`src/rpexp_defines.svh`:
```
// Constants of the remote port expander: timing, widths and reset values.
// Assumes it is included by bare name; definitions only.
`ifndef RPEXP_DEFINES_SVH
`define RPEXP_DEFINES_SVH
`define RPEXP_PORT_W        8
`define RPEXP_PORT_RST      8'hFF
`define RPEXP_ADDR_W        7
`define RPEXP_ADDR_DEF      7'h20
`define RPEXP_FIFO_DEPTH    16
`define RPEXP_BIT_CNT_W     4
`define RPEXP_BITS_PER_BYTE 4'h8
`define RPEXP_SETTLE_CYC    2'h3
`endif

```
`src/rpexp_pkg.sv`:
```
// Types shared by the remote port expander modules.
// Assumes the defines header sits in the same folder.
`include "rpexp_defines.svh"
package rpexp_pkg;
  // ************************************************************
  // Bus engine states
  // ************************************************************
  typedef enum logic [5:0] {
    RPEXP_IDLE   = 6'h01,
    RPEXP_ADDR   = 6'h02,
    RPEXP_ACK_TX = 6'h04,
    RPEXP_WDATA  = 6'h08,
    RPEXP_RDATA  = 6'h10,
    RPEXP_ACK_RX = 6'h20
  } rpexp_state_t;
endpackage

```
`src/rpexp_fifo_if.sv`:
```
// Valid/ready carrier from the bus engine into the write FIFO and from the FIFO to the port latch.
// Assumes both ends share sys_clk.
`timescale 1ns/1ps
interface rpexp_fifo_if #(parameter int WIDTH = 8);
  logic             valid;
  logic             ready;
  logic [WIDTH-1:0] data;
  modport src  (output valid, output data, input ready);
  modport sink (input valid, input data, output ready);
endinterface

```
`src/rpexp_fifo.sv`:
```
// Synchronous FIFO with valid/ready on both sides.
// Assumes one clock and a synchronous active high reset.
`timescale 1ns/1ps
module rpexp_fifo #(
  parameter int WIDTH = 8,
  parameter int DEPTH = 16
) (
  input  wire logic   sys_clk,
  input  wire logic   reset,
  rpexp_fifo_if.sink  in_if,
  rpexp_fifo_if.src   out_if
);
  localparam int AW = $clog2(DEPTH);
  logic [WIDTH-1:0] mem [DEPTH];
  logic [AW:0]      wp_r, wp_nxt;
  logic [AW:0]      rp_r, rp_nxt;
  logic             full;
  logic             empty;
  logic             push;
  logic             pop;

  assign full         = (wp_r[AW] != rp_r[AW]) && (wp_r[AW-1:0] == rp_r[AW-1:0]);
  assign empty        = (wp_r == rp_r);
  assign in_if.ready  = !full;
  assign out_if.valid = !empty;
  assign out_if.data  = mem[rp_r[AW-1:0]];
  assign push         = in_if.valid && !full;
  assign pop          = out_if.ready && !empty;

  always_comb begin
    wp_nxt = push ? wp_r + 1'b1 : wp_r;
    rp_nxt = pop ? rp_r + 1'b1 : rp_r;
  end

  always_ff @(posedge sys_clk) begin
    if (reset) begin
      wp_r <= '0;
      rp_r <= '0;
    end else begin
      wp_r <= wp_nxt;
      rp_r <= rp_nxt;
    end
  end

  always_ff @(posedge sys_clk) begin
    if (push) begin
      mem[wp_r[AW-1:0]] <= in_if.data;
    end
  end
endmodule

```
`src/rpexp_top.sv`:
```
// Remote 8-bit quasi-bidirectional port expander behind a two-wire bus slave.
// Assumes bus pins and port pins are asynchronous; sys_clk far faster than bus clock.
`timescale 1ns/1ps
module rpexp_top
  import rpexp_pkg::*;
#(
  parameter int                        PORT_W   = `RPEXP_PORT_W,
  parameter logic [`RPEXP_ADDR_W-1:0]  DEV_ADDR = `RPEXP_ADDR_DEF
) (
  input  wire logic              sys_clk,
  input  wire logic              reset,
  input  wire logic              scl_in,
  input  wire logic              sda_in,
  output logic                   sda_out,
  output logic                   sda_oe_n,
  input  wire logic [PORT_W-1:0] port_in,
  output logic      [PORT_W-1:0] port_out,
  output logic      [PORT_W-1:0] port_oe_n,
  output logic                   alert_out,
  output logic                   alert_oe_n
);
  // ************************************************************
  // Input synchronisers
  // ************************************************************
  logic [PORT_W+1:0] sync1_r;
  logic [PORT_W+1:0] sync2_r;
  logic              scl_s, sda_s, scl_d_r, sda_d_r;
  logic [PORT_W-1:0] pin_s;

  always_ff @(posedge sys_clk) begin
    sync1_r <= {scl_in, sda_in, port_in};
    sync2_r <= sync1_r;
  end
  assign scl_s = sync2_r[PORT_W+1];
  assign sda_s = sync2_r[PORT_W];
  assign pin_s = sync2_r[PORT_W-1:0];

  always_ff @(posedge sys_clk) begin
    if (reset) begin
      scl_d_r <= 1'b1;
      sda_d_r <= 1'b1;
    end else begin
      scl_d_r <= scl_s;
      sda_d_r <= sda_s;
    end
  end

  logic scl_rise, scl_fall, start_ev, stop_ev;
  assign scl_rise = scl_s && !scl_d_r;
  assign scl_fall = !scl_s && scl_d_r;
  assign start_ev = scl_s && scl_d_r && sda_d_r && !sda_s;
  assign stop_ev  = scl_s && scl_d_r && !sda_d_r && sda_s;

  // ************************************************************
  // Bus engine
  // ************************************************************
  rpexp_state_t                  st_r, st_nxt;
  logic [PORT_W-1:0]             sh_r, sh_nxt;
  logic [`RPEXP_BIT_CNT_W-1:0]   cnt_r, cnt_nxt;
  logic                          rd_r, rd_nxt;
  logic                          drv_r, drv_nxt;
  logic                          nack_r, nack_nxt;
  logic                          sh_valid_r, sh_valid_nxt;
  logic                          wr_commit;
  logic                          rd_access;

  rpexp_fifo_if #(.WIDTH(PORT_W)) wq_in ();
  rpexp_fifo_if #(.WIDTH(PORT_W)) wq_out ();

  always_comb begin
    st_nxt    = st_r;
    sh_nxt    = sh_r;
    cnt_nxt   = cnt_r;
    rd_nxt    = rd_r;
    drv_nxt   = drv_r;
    nack_nxt  = nack_r;
    wr_commit = 1'b0;
    rd_access = 1'b0;
    if (start_ev) begin
      st_nxt  = RPEXP_ADDR;
      cnt_nxt = '0;
      drv_nxt = 1'b0;
    end else if (stop_ev) begin
      st_nxt  = RPEXP_IDLE;
      drv_nxt = 1'b0;
    end else begin
      case (st_r)
        RPEXP_IDLE: begin
          drv_nxt = 1'b0;
        end
        RPEXP_ADDR, RPEXP_WDATA: begin
          if (scl_rise) begin
            sh_nxt  = {sh_r[PORT_W-2:0], sda_s};
            cnt_nxt = cnt_r + 1'b1;
          end else if (scl_fall && cnt_r == `RPEXP_BITS_PER_BYTE) begin
            cnt_nxt = '0;
            if (st_r == RPEXP_ADDR && sh_r[PORT_W-1:1] != DEV_ADDR) begin
              st_nxt = RPEXP_IDLE;
            end else if (st_r == RPEXP_WDATA && !wq_in.ready) begin
              st_nxt = RPEXP_IDLE; // Full queue: byte refused with no acknowledge
            end else begin
              if (st_r == RPEXP_ADDR) begin
                rd_nxt = sh_r[0];
              end
              st_nxt  = RPEXP_ACK_TX;
              drv_nxt = 1'b1;
            end
          end
        end
        RPEXP_ACK_TX: begin
          if (scl_fall) begin
            drv_nxt = 1'b0;
            if (rd_r) begin
              sh_nxt    = pin_s;
              rd_access = 1'b1;
              drv_nxt   = !pin_s[PORT_W-1];
              cnt_nxt   = 4'h1;
              st_nxt    = RPEXP_RDATA;
            end else begin
              st_nxt = RPEXP_WDATA;
            end
            wr_commit = !rd_r && st_r == RPEXP_ACK_TX && cnt_r == '0 && sh_valid_r;
          end
        end
        RPEXP_RDATA: begin
          if (scl_fall) begin
            if (cnt_r == `RPEXP_BITS_PER_BYTE) begin
              drv_nxt = 1'b0;
              st_nxt  = RPEXP_ACK_RX;
            end else begin
              sh_nxt  = {sh_r[PORT_W-2:0], 1'b0};
              drv_nxt = !sh_r[PORT_W-2];
              cnt_nxt = cnt_r + 1'b1;
            end
          end
        end
        RPEXP_ACK_RX: begin
          if (scl_rise) begin
            nack_nxt = sda_s;
          end else if (scl_fall) begin
            if (nack_r) begin
              st_nxt  = RPEXP_IDLE;
              drv_nxt = 1'b0;
            end else begin
              sh_nxt    = pin_s;
              rd_access = 1'b1;
              drv_nxt   = !pin_s[PORT_W-1];
              cnt_nxt   = 4'h1;
              st_nxt    = RPEXP_RDATA;
            end
          end
        end
        default: begin
          st_nxt  = RPEXP_IDLE;
          drv_nxt = 1'b0;
        end
      endcase
    end
  end

  // Write data byte is known valid once acknowledged in the data phase
  always_comb begin
    sh_valid_nxt = sh_valid_r;
    if (start_ev || stop_ev) begin
      sh_valid_nxt = 1'b0;
    end else if (st_r == RPEXP_WDATA && st_nxt == RPEXP_ACK_TX) begin
      sh_valid_nxt = 1'b1;
    end else if (st_r == RPEXP_ADDR && st_nxt == RPEXP_ACK_TX) begin
      sh_valid_nxt = 1'b0;
    end
  end

  always_ff @(posedge sys_clk) begin
    if (reset) begin
      st_r       <= RPEXP_IDLE;
      sh_r       <= '0;
      cnt_r      <= '0;
      rd_r       <= 1'b0;
      drv_r      <= 1'b0;
      nack_r     <= 1'b1;
      sh_valid_r <= 1'b0;
    end else begin
      st_r       <= st_nxt;
      sh_r       <= sh_nxt;
      cnt_r      <= cnt_nxt;
      rd_r       <= rd_nxt;
      drv_r      <= drv_nxt;
      nack_r     <= nack_nxt;
      sh_valid_r <= sh_valid_nxt;
    end
  end

  // Open drain: the line is only ever pulled low, released otherwise
  assign sda_out  = 1'b0;
  assign sda_oe_n = !drv_r;

  // ************************************************************
  // Write queue and port latch
  // ************************************************************
  // Bytes enter the queue only at the end of their acknowledge bit
  assign wq_in.valid = wr_commit;
  assign wq_in.data  = sh_r;

  rpexp_fifo #(.WIDTH(PORT_W), .DEPTH(`RPEXP_FIFO_DEPTH)) rpexp_fifo_inst (
    .sys_clk (sys_clk),
    .reset   (reset),
    .in_if   (wq_in),
    .out_if  (wq_out)
  );

  logic [PORT_W-1:0] latch_r, latch_nxt;
  logic              wr_apply;
  assign wq_out.ready = 1'b1;
  assign wr_apply     = wq_out.valid;

  always_comb begin
    latch_nxt = wr_apply ? wq_out.data : latch_r;
  end

  // Quasi-bidirectional: a one releases the pin to the weak pull-up
  assign port_out  = '0;
  assign port_oe_n = latch_r;

  // ************************************************************
  // Change alert
  // ************************************************************
  logic [PORT_W-1:0] ref_r, ref_nxt;
  logic              alert_r, alert_nxt;
  logic [1:0]        settle_r, settle_nxt;

  // Own writes move the pins; the reference is re-taken until they pass the synchroniser.
  // Limitation: an outside change inside that short window raises no alert.
  always_comb begin
    ref_nxt    = ref_r;
    alert_nxt  = alert_r;
    settle_nxt = settle_r;
    if (wr_apply) begin
      settle_nxt = `RPEXP_SETTLE_CYC;
    end else if (settle_r != 2'h0) begin
      settle_nxt = settle_r - 2'h1;
    end
    if (rd_access || wr_apply || settle_r != 2'h0) begin
      ref_nxt   = pin_s;
      alert_nxt = 1'b0;
    end else begin
      alert_nxt = (pin_s != ref_r);
    end
  end

  always_ff @(posedge sys_clk) begin
    if (reset) begin
      latch_r <= `RPEXP_PORT_RST;
      ref_r   <= `RPEXP_PORT_RST;
      alert_r  <= 1'b0;
      settle_r <= 2'h0;
    end else begin
      latch_r  <= latch_nxt;
      ref_r    <= ref_nxt;
      alert_r  <= alert_nxt;
      settle_r <= settle_nxt;
    end
  end

  // Alert is an open-drain active low line
  assign alert_out  = 1'b0;
  assign alert_oe_n = !alert_r;
endmodule
```
`config.mk`:
```
export PLATFORM = sky130hd
export DESIGN_NAME = rpexp_top
export DESIGN_NICKNAME = d
export VERILOG_FILES = /design/src/rpexp_pkg.sv /design/src/rpexp_fifo_if.sv /design/src/rpexp_fifo.sv /design/src/rpexp_top.sv
export VERILOG_INCLUDE_DIRS = /design/src
export SDC_FILE = /design/constraint.sdc
export NUM_CORES = 1
export LEC_CHECK = 0
export ABC_AREA = 1
export BUFFER_PORTS_ARGS = -buffer_cell sky130_fd_sc_hd__buf_2
export CORE_MARGIN = 2
export CORE_UTILIZATION = 54
export CTS_BUF_LIST = sky130_fd_sc_hd__clkbuf_4
export DETAILED_ROUTE_END_ITERATION = 12
export PLACE_DENSITY_LB_ADDON = 0.08
export SYNTH_ARGS = -nofsm -noshare
export SYNTH_HDL_FRONTEND = slang
export SYNTH_HIERARCHICAL = 1
export SYNTH_SLANG_ARGS = --single-unit
```
`constraint.sdc`:
```
create_clock -name sys_clk -period 3 [get_ports sys_clk]
set_input_delay 0 -clock sys_clk [delete_from_list [all_inputs] [get_ports sys_clk]]
set_output_delay 0 -clock sys_clk [all_outputs]
set_load 0.01 [all_outputs]
```
* Yosys cells after proc, flatten, opt, wreduce, memory -nomap -nowiden *
Memories as Yosys holds them, arrays and structs flattened. A register that Yosys moved wholly into a read port is not among the register bits.
Index checks and enable logic that the tools add are counted.

cells by class
  add/sub/neg operators = 4
  bitwise operators = 5
  eq/ne operators = 27
  reduce and logical (&&, ||, !) cells = 46
  mux-type cells = 63

operator list
  kind                                                             count
  8-bit 2-to-1 mux                                                 8
  6-bit 2-to-1 mux                                                 9
  4-bit 2-to-1 mux                                                 9
  8-bit one-hot mux with 4 select lines                            1
  6-bit one-hot mux with 5 select lines                            1
  1-bit 2-to-1 mux                                                 26
  2-bit != test, second input constant                             13
  1-bit logical AND                                                17
  4-bit one-hot mux with 4 select lines                            1
  8-bit AND reduction                                              2
  6-bit by 3-bit == test with 1-bit output, second input constant  2
  1-bit logical NOT                                                12
  11-bit AND reduction                                             1
  5-bit by 1-bit adder with 5-bit output, second input constant    2
  5-bit 2-to-1 mux                                                 2
  10-bit AND reduction                                             1
  8-bit != test                                                    1
  2-bit OR reduction                                               4
  7-bit by 6-bit != test with 1-bit output, second input constant  1
  6-bit by 1-bit == test with 1-bit output, second input constant  1
  6-bit by 2-bit == test with 1-bit output, second input constant  1
  6-bit by 4-bit == test with 1-bit output, second input constant  1
  6-bit by 5-bit == test with 1-bit output, second input constant  1
  6-bit == test, second input constant                             1
  18 further kinds                                                 27

word-level totals
  bits in registers = 65
  RAM bits = 128
  memories = 1

memories
  memory               depth  bits a word  read ports  clocked after Yosys merged registers in  wr ports  RTL line          RTL
  rpexp_fifo_inst.mem  16     8            1           1                                        1         rpexp_fifo.sv:14  logic [WIDTH-1:0] mem [DEPTH];

* Logic depth before layout (Yosys ltp) *
  word-level depth = 14
  depth in mapped cells = 13
  depth with buffers taken out = 12

* Cells and area by module *
Netlist, hierarchy kept.

by module, submodules not included
  module      cells an instance  area each (um2)  instances
  rpexp_fifo  536                5998.3           1
  rpexp_top   375                2847.7           1

* Worst setup path after synthesis *
No wires, ideal clock.

  path type = reg-to-reg
  from = register st_r[2]
  to = memory rpexp_fifo_inst.mem[3][0] (enable)
  required time = 2.630 ns
  cell stages (with the launch flop) = 9
  data arrival time = 1.786 ns
  path buffers = 0
  path slack = 0.844 ns
  path through = dfxtp_1 > inv_1 > nor2_2 > nand4_1 > nor3_1 > nand2_1 > inv_1 > nand2_1 > nor2_1

on the way
  longest elaborated chain between the ends = 11

RTL lines
  item                                          RTL line                           RTL
  from (decl)                                   rpexp_top.sv:57                    rpexp_state_t st_r, st_nxt;
  from (signal assigned)                        rpexp_top.sv:183                   st_r <= st_nxt;
  6-bit by 3-bit == test with 1-bit output (*)  rpexp_top.sv:87, rpexp_top.sv:122
  1-bit logical AND (3 in series)               rpexp_top.sv:122                   wr_commit = !rd_r && st_r == RPEXP_ACK_TX && cnt_r == '0 && sh_valid_r;
  1-bit 2-to-1 mux                              rpexp_top.sv:111                   if (scl_fall) begin
  1-bit 2-to-1 mux (*)                          rpexp_top.sv:87                    case (st_r)
  1-bit 2-to-1 mux (*)                          rpexp_top.sv:83                    end else if (stop_ev) begin
  1-bit 2-to-1 mux (*)                          rpexp_top.sv:79                    if (start_ev) begin
  via wq_in.valid                               rpexp_fifo_if.sv:5                 logic valid;
  1-bit logical AND (*)                         rpexp_fifo.sv:27                   assign push = in_if.valid && !full;
  1-bit 2-to-1 mux (*)                          rpexp_fifo.sv:46                   if (push) begin
  1-bit 2-to-1 mux (not written as such) (*)    rpexp_fifo.sv:47                   mem[wp_r[AW-1:0]] <= in_if.data;
  to (decl)                                     rpexp_fifo.sv:14

The timed path passes the listed nets; every way through them passes the cells marked *.

* Worst setup path in the final report *
  from = register st_r[1]
  to = memory rpexp_fifo_inst.mem[12][5] (enable)

Same word-level chain as after synthesis.

==> metrics.md <==
| Metric | Value |
|---|---|
| Status | `finished, final reports clean` |
| Reg power frac | `a little over half` |
| Routed length per instance | `16.2 µm` |
| GRT Residual Overflow | `0` |
| Asr flop ratio synth | `0%` |
| IO Pins | `32` |
| Synthesis Warnings | `6` |
| Max Cap Viol | `0` |
| Post-synth top area cell | `edfxtp_1` |
| CTS Buf Count | `50` |
| Synth Cell Area | `just under 9000 µm²` |
| Hold Path Class | `primary input to register` |
| VDD IR max | `450 µV` |
| Final GP Congestion | `~0.93` |
| Min cycle time layout | `between 2 and 2.5 ns` |
| Die H | `approximately 130 µm` |
| GRT Util Overall | `a little under a quarter` |
| Synthesized flop and latch total | `just over 200` |
| CTS tree | `done` |
| Clk sinks | `about 210` |
| Setup tns final | `0 ns` |
| Placed insts | `1136` |
| Die area | `~17000 µm²` |
| Clock share of power | `about two fifths` |
| Pwr/cell area | `around 560 nW/µm²` |
| Fmax | `~420 MHz` |
| Worst stage delay on the critical path | `around 0.56 ns` |
| Crit-path cells | `nor2_4, nand4_1, nor3_1, buf_4, nand2_1, inv_2, nand2_1, nor2_1` |
| Worst Setup End Kind | `register` |
| Share of cells above drive strength 1 | `about 15%` |
| # rows | `46` |
| Final Worst Setup Slack | `0.632 ns` |
| Iter 0 DRT Violations | `~520` |
| Critical path launch point | `st_r[1]$_SDFF_PP0_` |
| CP dominant cell by count | `nand2_1` |
| Fillcell total | `between 1000 and 1500` |
| Syn Area/Cell | `a little under 10 µm²` |
| Static Leakage | `approximately 0.0040 µW` |
| Postcts setup bufs | `0` |
| Final Max Slew Viols | `0` |
| Drt via density | `between 5 and 6` |
| I/O Buffers | `21` |
| Switching Share | `23.1%` |
| ANT nets after route | `0` |
| Max_slew headroom | `between 30% and 40%` |
| Worst setup path category | `register to register` |
| Register area share after synthesis | `around 61%` |
| CTS H-tree depth | `2` |
| Worst reg2reg path startpoint | `st_r[1]$_SDFF_PP0_` |
| Util after Layout | `between 60% and 70%` |
| Delay-heaviest family, CP | `simple AND/OR/NAND/NOR gates` |
| Int Pwr | `~4300 µW` |
| Hold WS | `a little over 0.3 ns` |
| Clock Skews | `about 0.029 ns` |
| Core Area | `~16000 µm²` |
| Via count | `~6600` |
| Post-Synthesis Cells | `approximately 910` |
| CTS Hold Buffers Added | `21` |
| Die width | `about 130 µm` |
| First-pass DRT Iterations | `5` |
| Final setup viols | `0` |
| Count of cell types in the netlist | `40` |
| HPWL after DPL | `approximately 13000 µm` |
| Post-route DRC | `0` |
| Crit-path max FO | `8` |
| CTS Root Cell | `clkbuf_4` |
| CTS max path bufs | `3` |
| CP Launch Type | `register` |
| Finished Layout Cells | `approximately 1200` |
| Initial antenna violation count | `1` |
| Period utilization | `roughly four fifths` |
| Metal3 WL | `~1300 µm` |
| CP bufs+invs | `2` |
| Combinational share of power | `5.3%` |
| Most frequent cell after synthesis | `nand2_1` |
| Number of synthesized flops with an enable pin | `between 100 and 150` |
| Critical Path RT | `between 3 and 4 ns` |
| Critical hold path startpoint | `reset` |
| Top FF cell, synth | `edfxtp_1` |
| P&R area growth vs syn | `13.4%` |
| DR WL met2 | `9850 µm` |
| Final Hold Viols | `0` |
| Worst slack, placed | `about 0.66 ns` |
| Most frequent cells after synthesis | `155 x nand2_1, 128 x edfxtp_1, 116 x inv_1, 87 x nand3_1, 77 x dfxtp_1` |
| Highest Signal Layer | `met4` |
| Worst skew pair latency | `roughly 0.66 ns` |
| Worst-path clk slew | `roughly 0.06 ns` |
| Switch Pwr | `between 1000 and 1500 µW` |
| Wl on met1 | `about 8500 µm` |
| Worst-Margin Slew | `a little over 0.9 ns` |
| Vias in the first global route | `approximately 6400` |
| Worst Path Arrival | `2.64 ns` |
| Routed wire length | `~20000 µm` |
| Top cell type's share of synthesized area | `43.5%` |
| Slowest stage cell, crit path | `nor2_1` |
| Post-CTS Resized | `0` |
| Nets | `approximately 1000` |
| Synth area leaders | `edfxtp_1 43%, dfxtp_1 17%, nand2_1 6.6%` |
| Largest net degree at the start of global routing | `63` |
| Initial Utilization | `a little under three fifths` |
| RSZ-0062 raised after global routing | `no` |
| First-pass GRT wire length | `~33000 µm` |
## worst register-to-register path: cells and delay by family (launching register included)
family,cells,cell delay [ns]
buf+inv,2,0.27
simple gates,6,1.40
flops,1,0.34
## registers in the layout (all words and copies together), names as in the netlist, 4 cells and up, named ones only
name	count
port_oe_n	8
sync2_r	10
st_r	6
ref_r	8
rpexp_fifo_inst/rp_r	5
sync1_r	10
cnt_r	4
rpexp_fifo_inst/mem	128
rpexp_fifo_inst/wp_r	5
sh_r	8
## worst paths after layout
| kind | to | slack (ns) | cells past startpoint |
|---|---|---|---|
| worst max register to register | rpexp_fifo_inst/mem[12][5]$_DFFE_PP_ | 0.63 | 8 |
| worst min register to register | sync2_r[7]$_DFF_P_ | 0.32 | 0 |
| worst max-delay path | rpexp_fifo_inst/mem[12][5]$_DFFE_PP_ | 0.63 | 8 |
| worst min-delay path | st_r[3]$_SDFF_PP0_ | 0.31 | 3 |
## cells by family after synthesis
kind of cell | after synthesis | share of synthesized area [%]
other | 2 | 0.0849
DFF | 205 | 60.9
xor gates and xnor gates | 7 | 0.693
buffers and inverters | 170 | 8.08
and+or+nand+nor | 369 | 19.5
adders and majority gates | 8 | 1.13
AOI/OAI and AO/OA | 150 | 9.63
## cells in the final DEF, fill, tap and decap left out, drive strengths merged, types with 16 or more instances in the layout
master,Yosys,final
a21oi,55,55
buf,24,37
clkbuf,18,71
clkinv,2,19
conb,2,16
dfxtp,77,77
dlygate4sd3,0,21
edfxtp,128,128
inv,126,128
nand2,162,162
nand3,96,96
nor2,84,84
o211ai,34,34
o21ai,54,54
## final cells by class
type                    count  area, µm²  area share [%]
flip-flops and latches    205       5390            53.7
multi-input cells         550       2800            27.9
clock buffers              71        533            5.31
inverters                 128        483            4.81
repair buffers             58        448            4.46
well taps                 216        270            2.69
clock inverters            20        106            1.06
diodes                      1       2.50          0.0249
## power by group through the flow
stage               sequential [µW]  clock [µW]  combinational [µW]
CTS                            3070        2330                 297
finish                         3070        2260                 297
global route                   3070        2480                 339
global placement               3130           0                 255
floorplan                      3120           0                 216
detailed placement             3130           0                 273
## stage by stage
step,instance area [µm²],total power (µW)
finish,10000,5630
global route,10000,5890
CTS,10000,5700
detailed placement,9180,3400
global placement,9180,3380
floorplan,8900,3340
## routing by layer
metal	up-vias	GRT usage, %
li1	3238	-
met1	3094	29.7
met2	227	40.5
met3	43	5.07
met4	0	9.84
met5	-	0
Power figures use the tool's default switching activity.
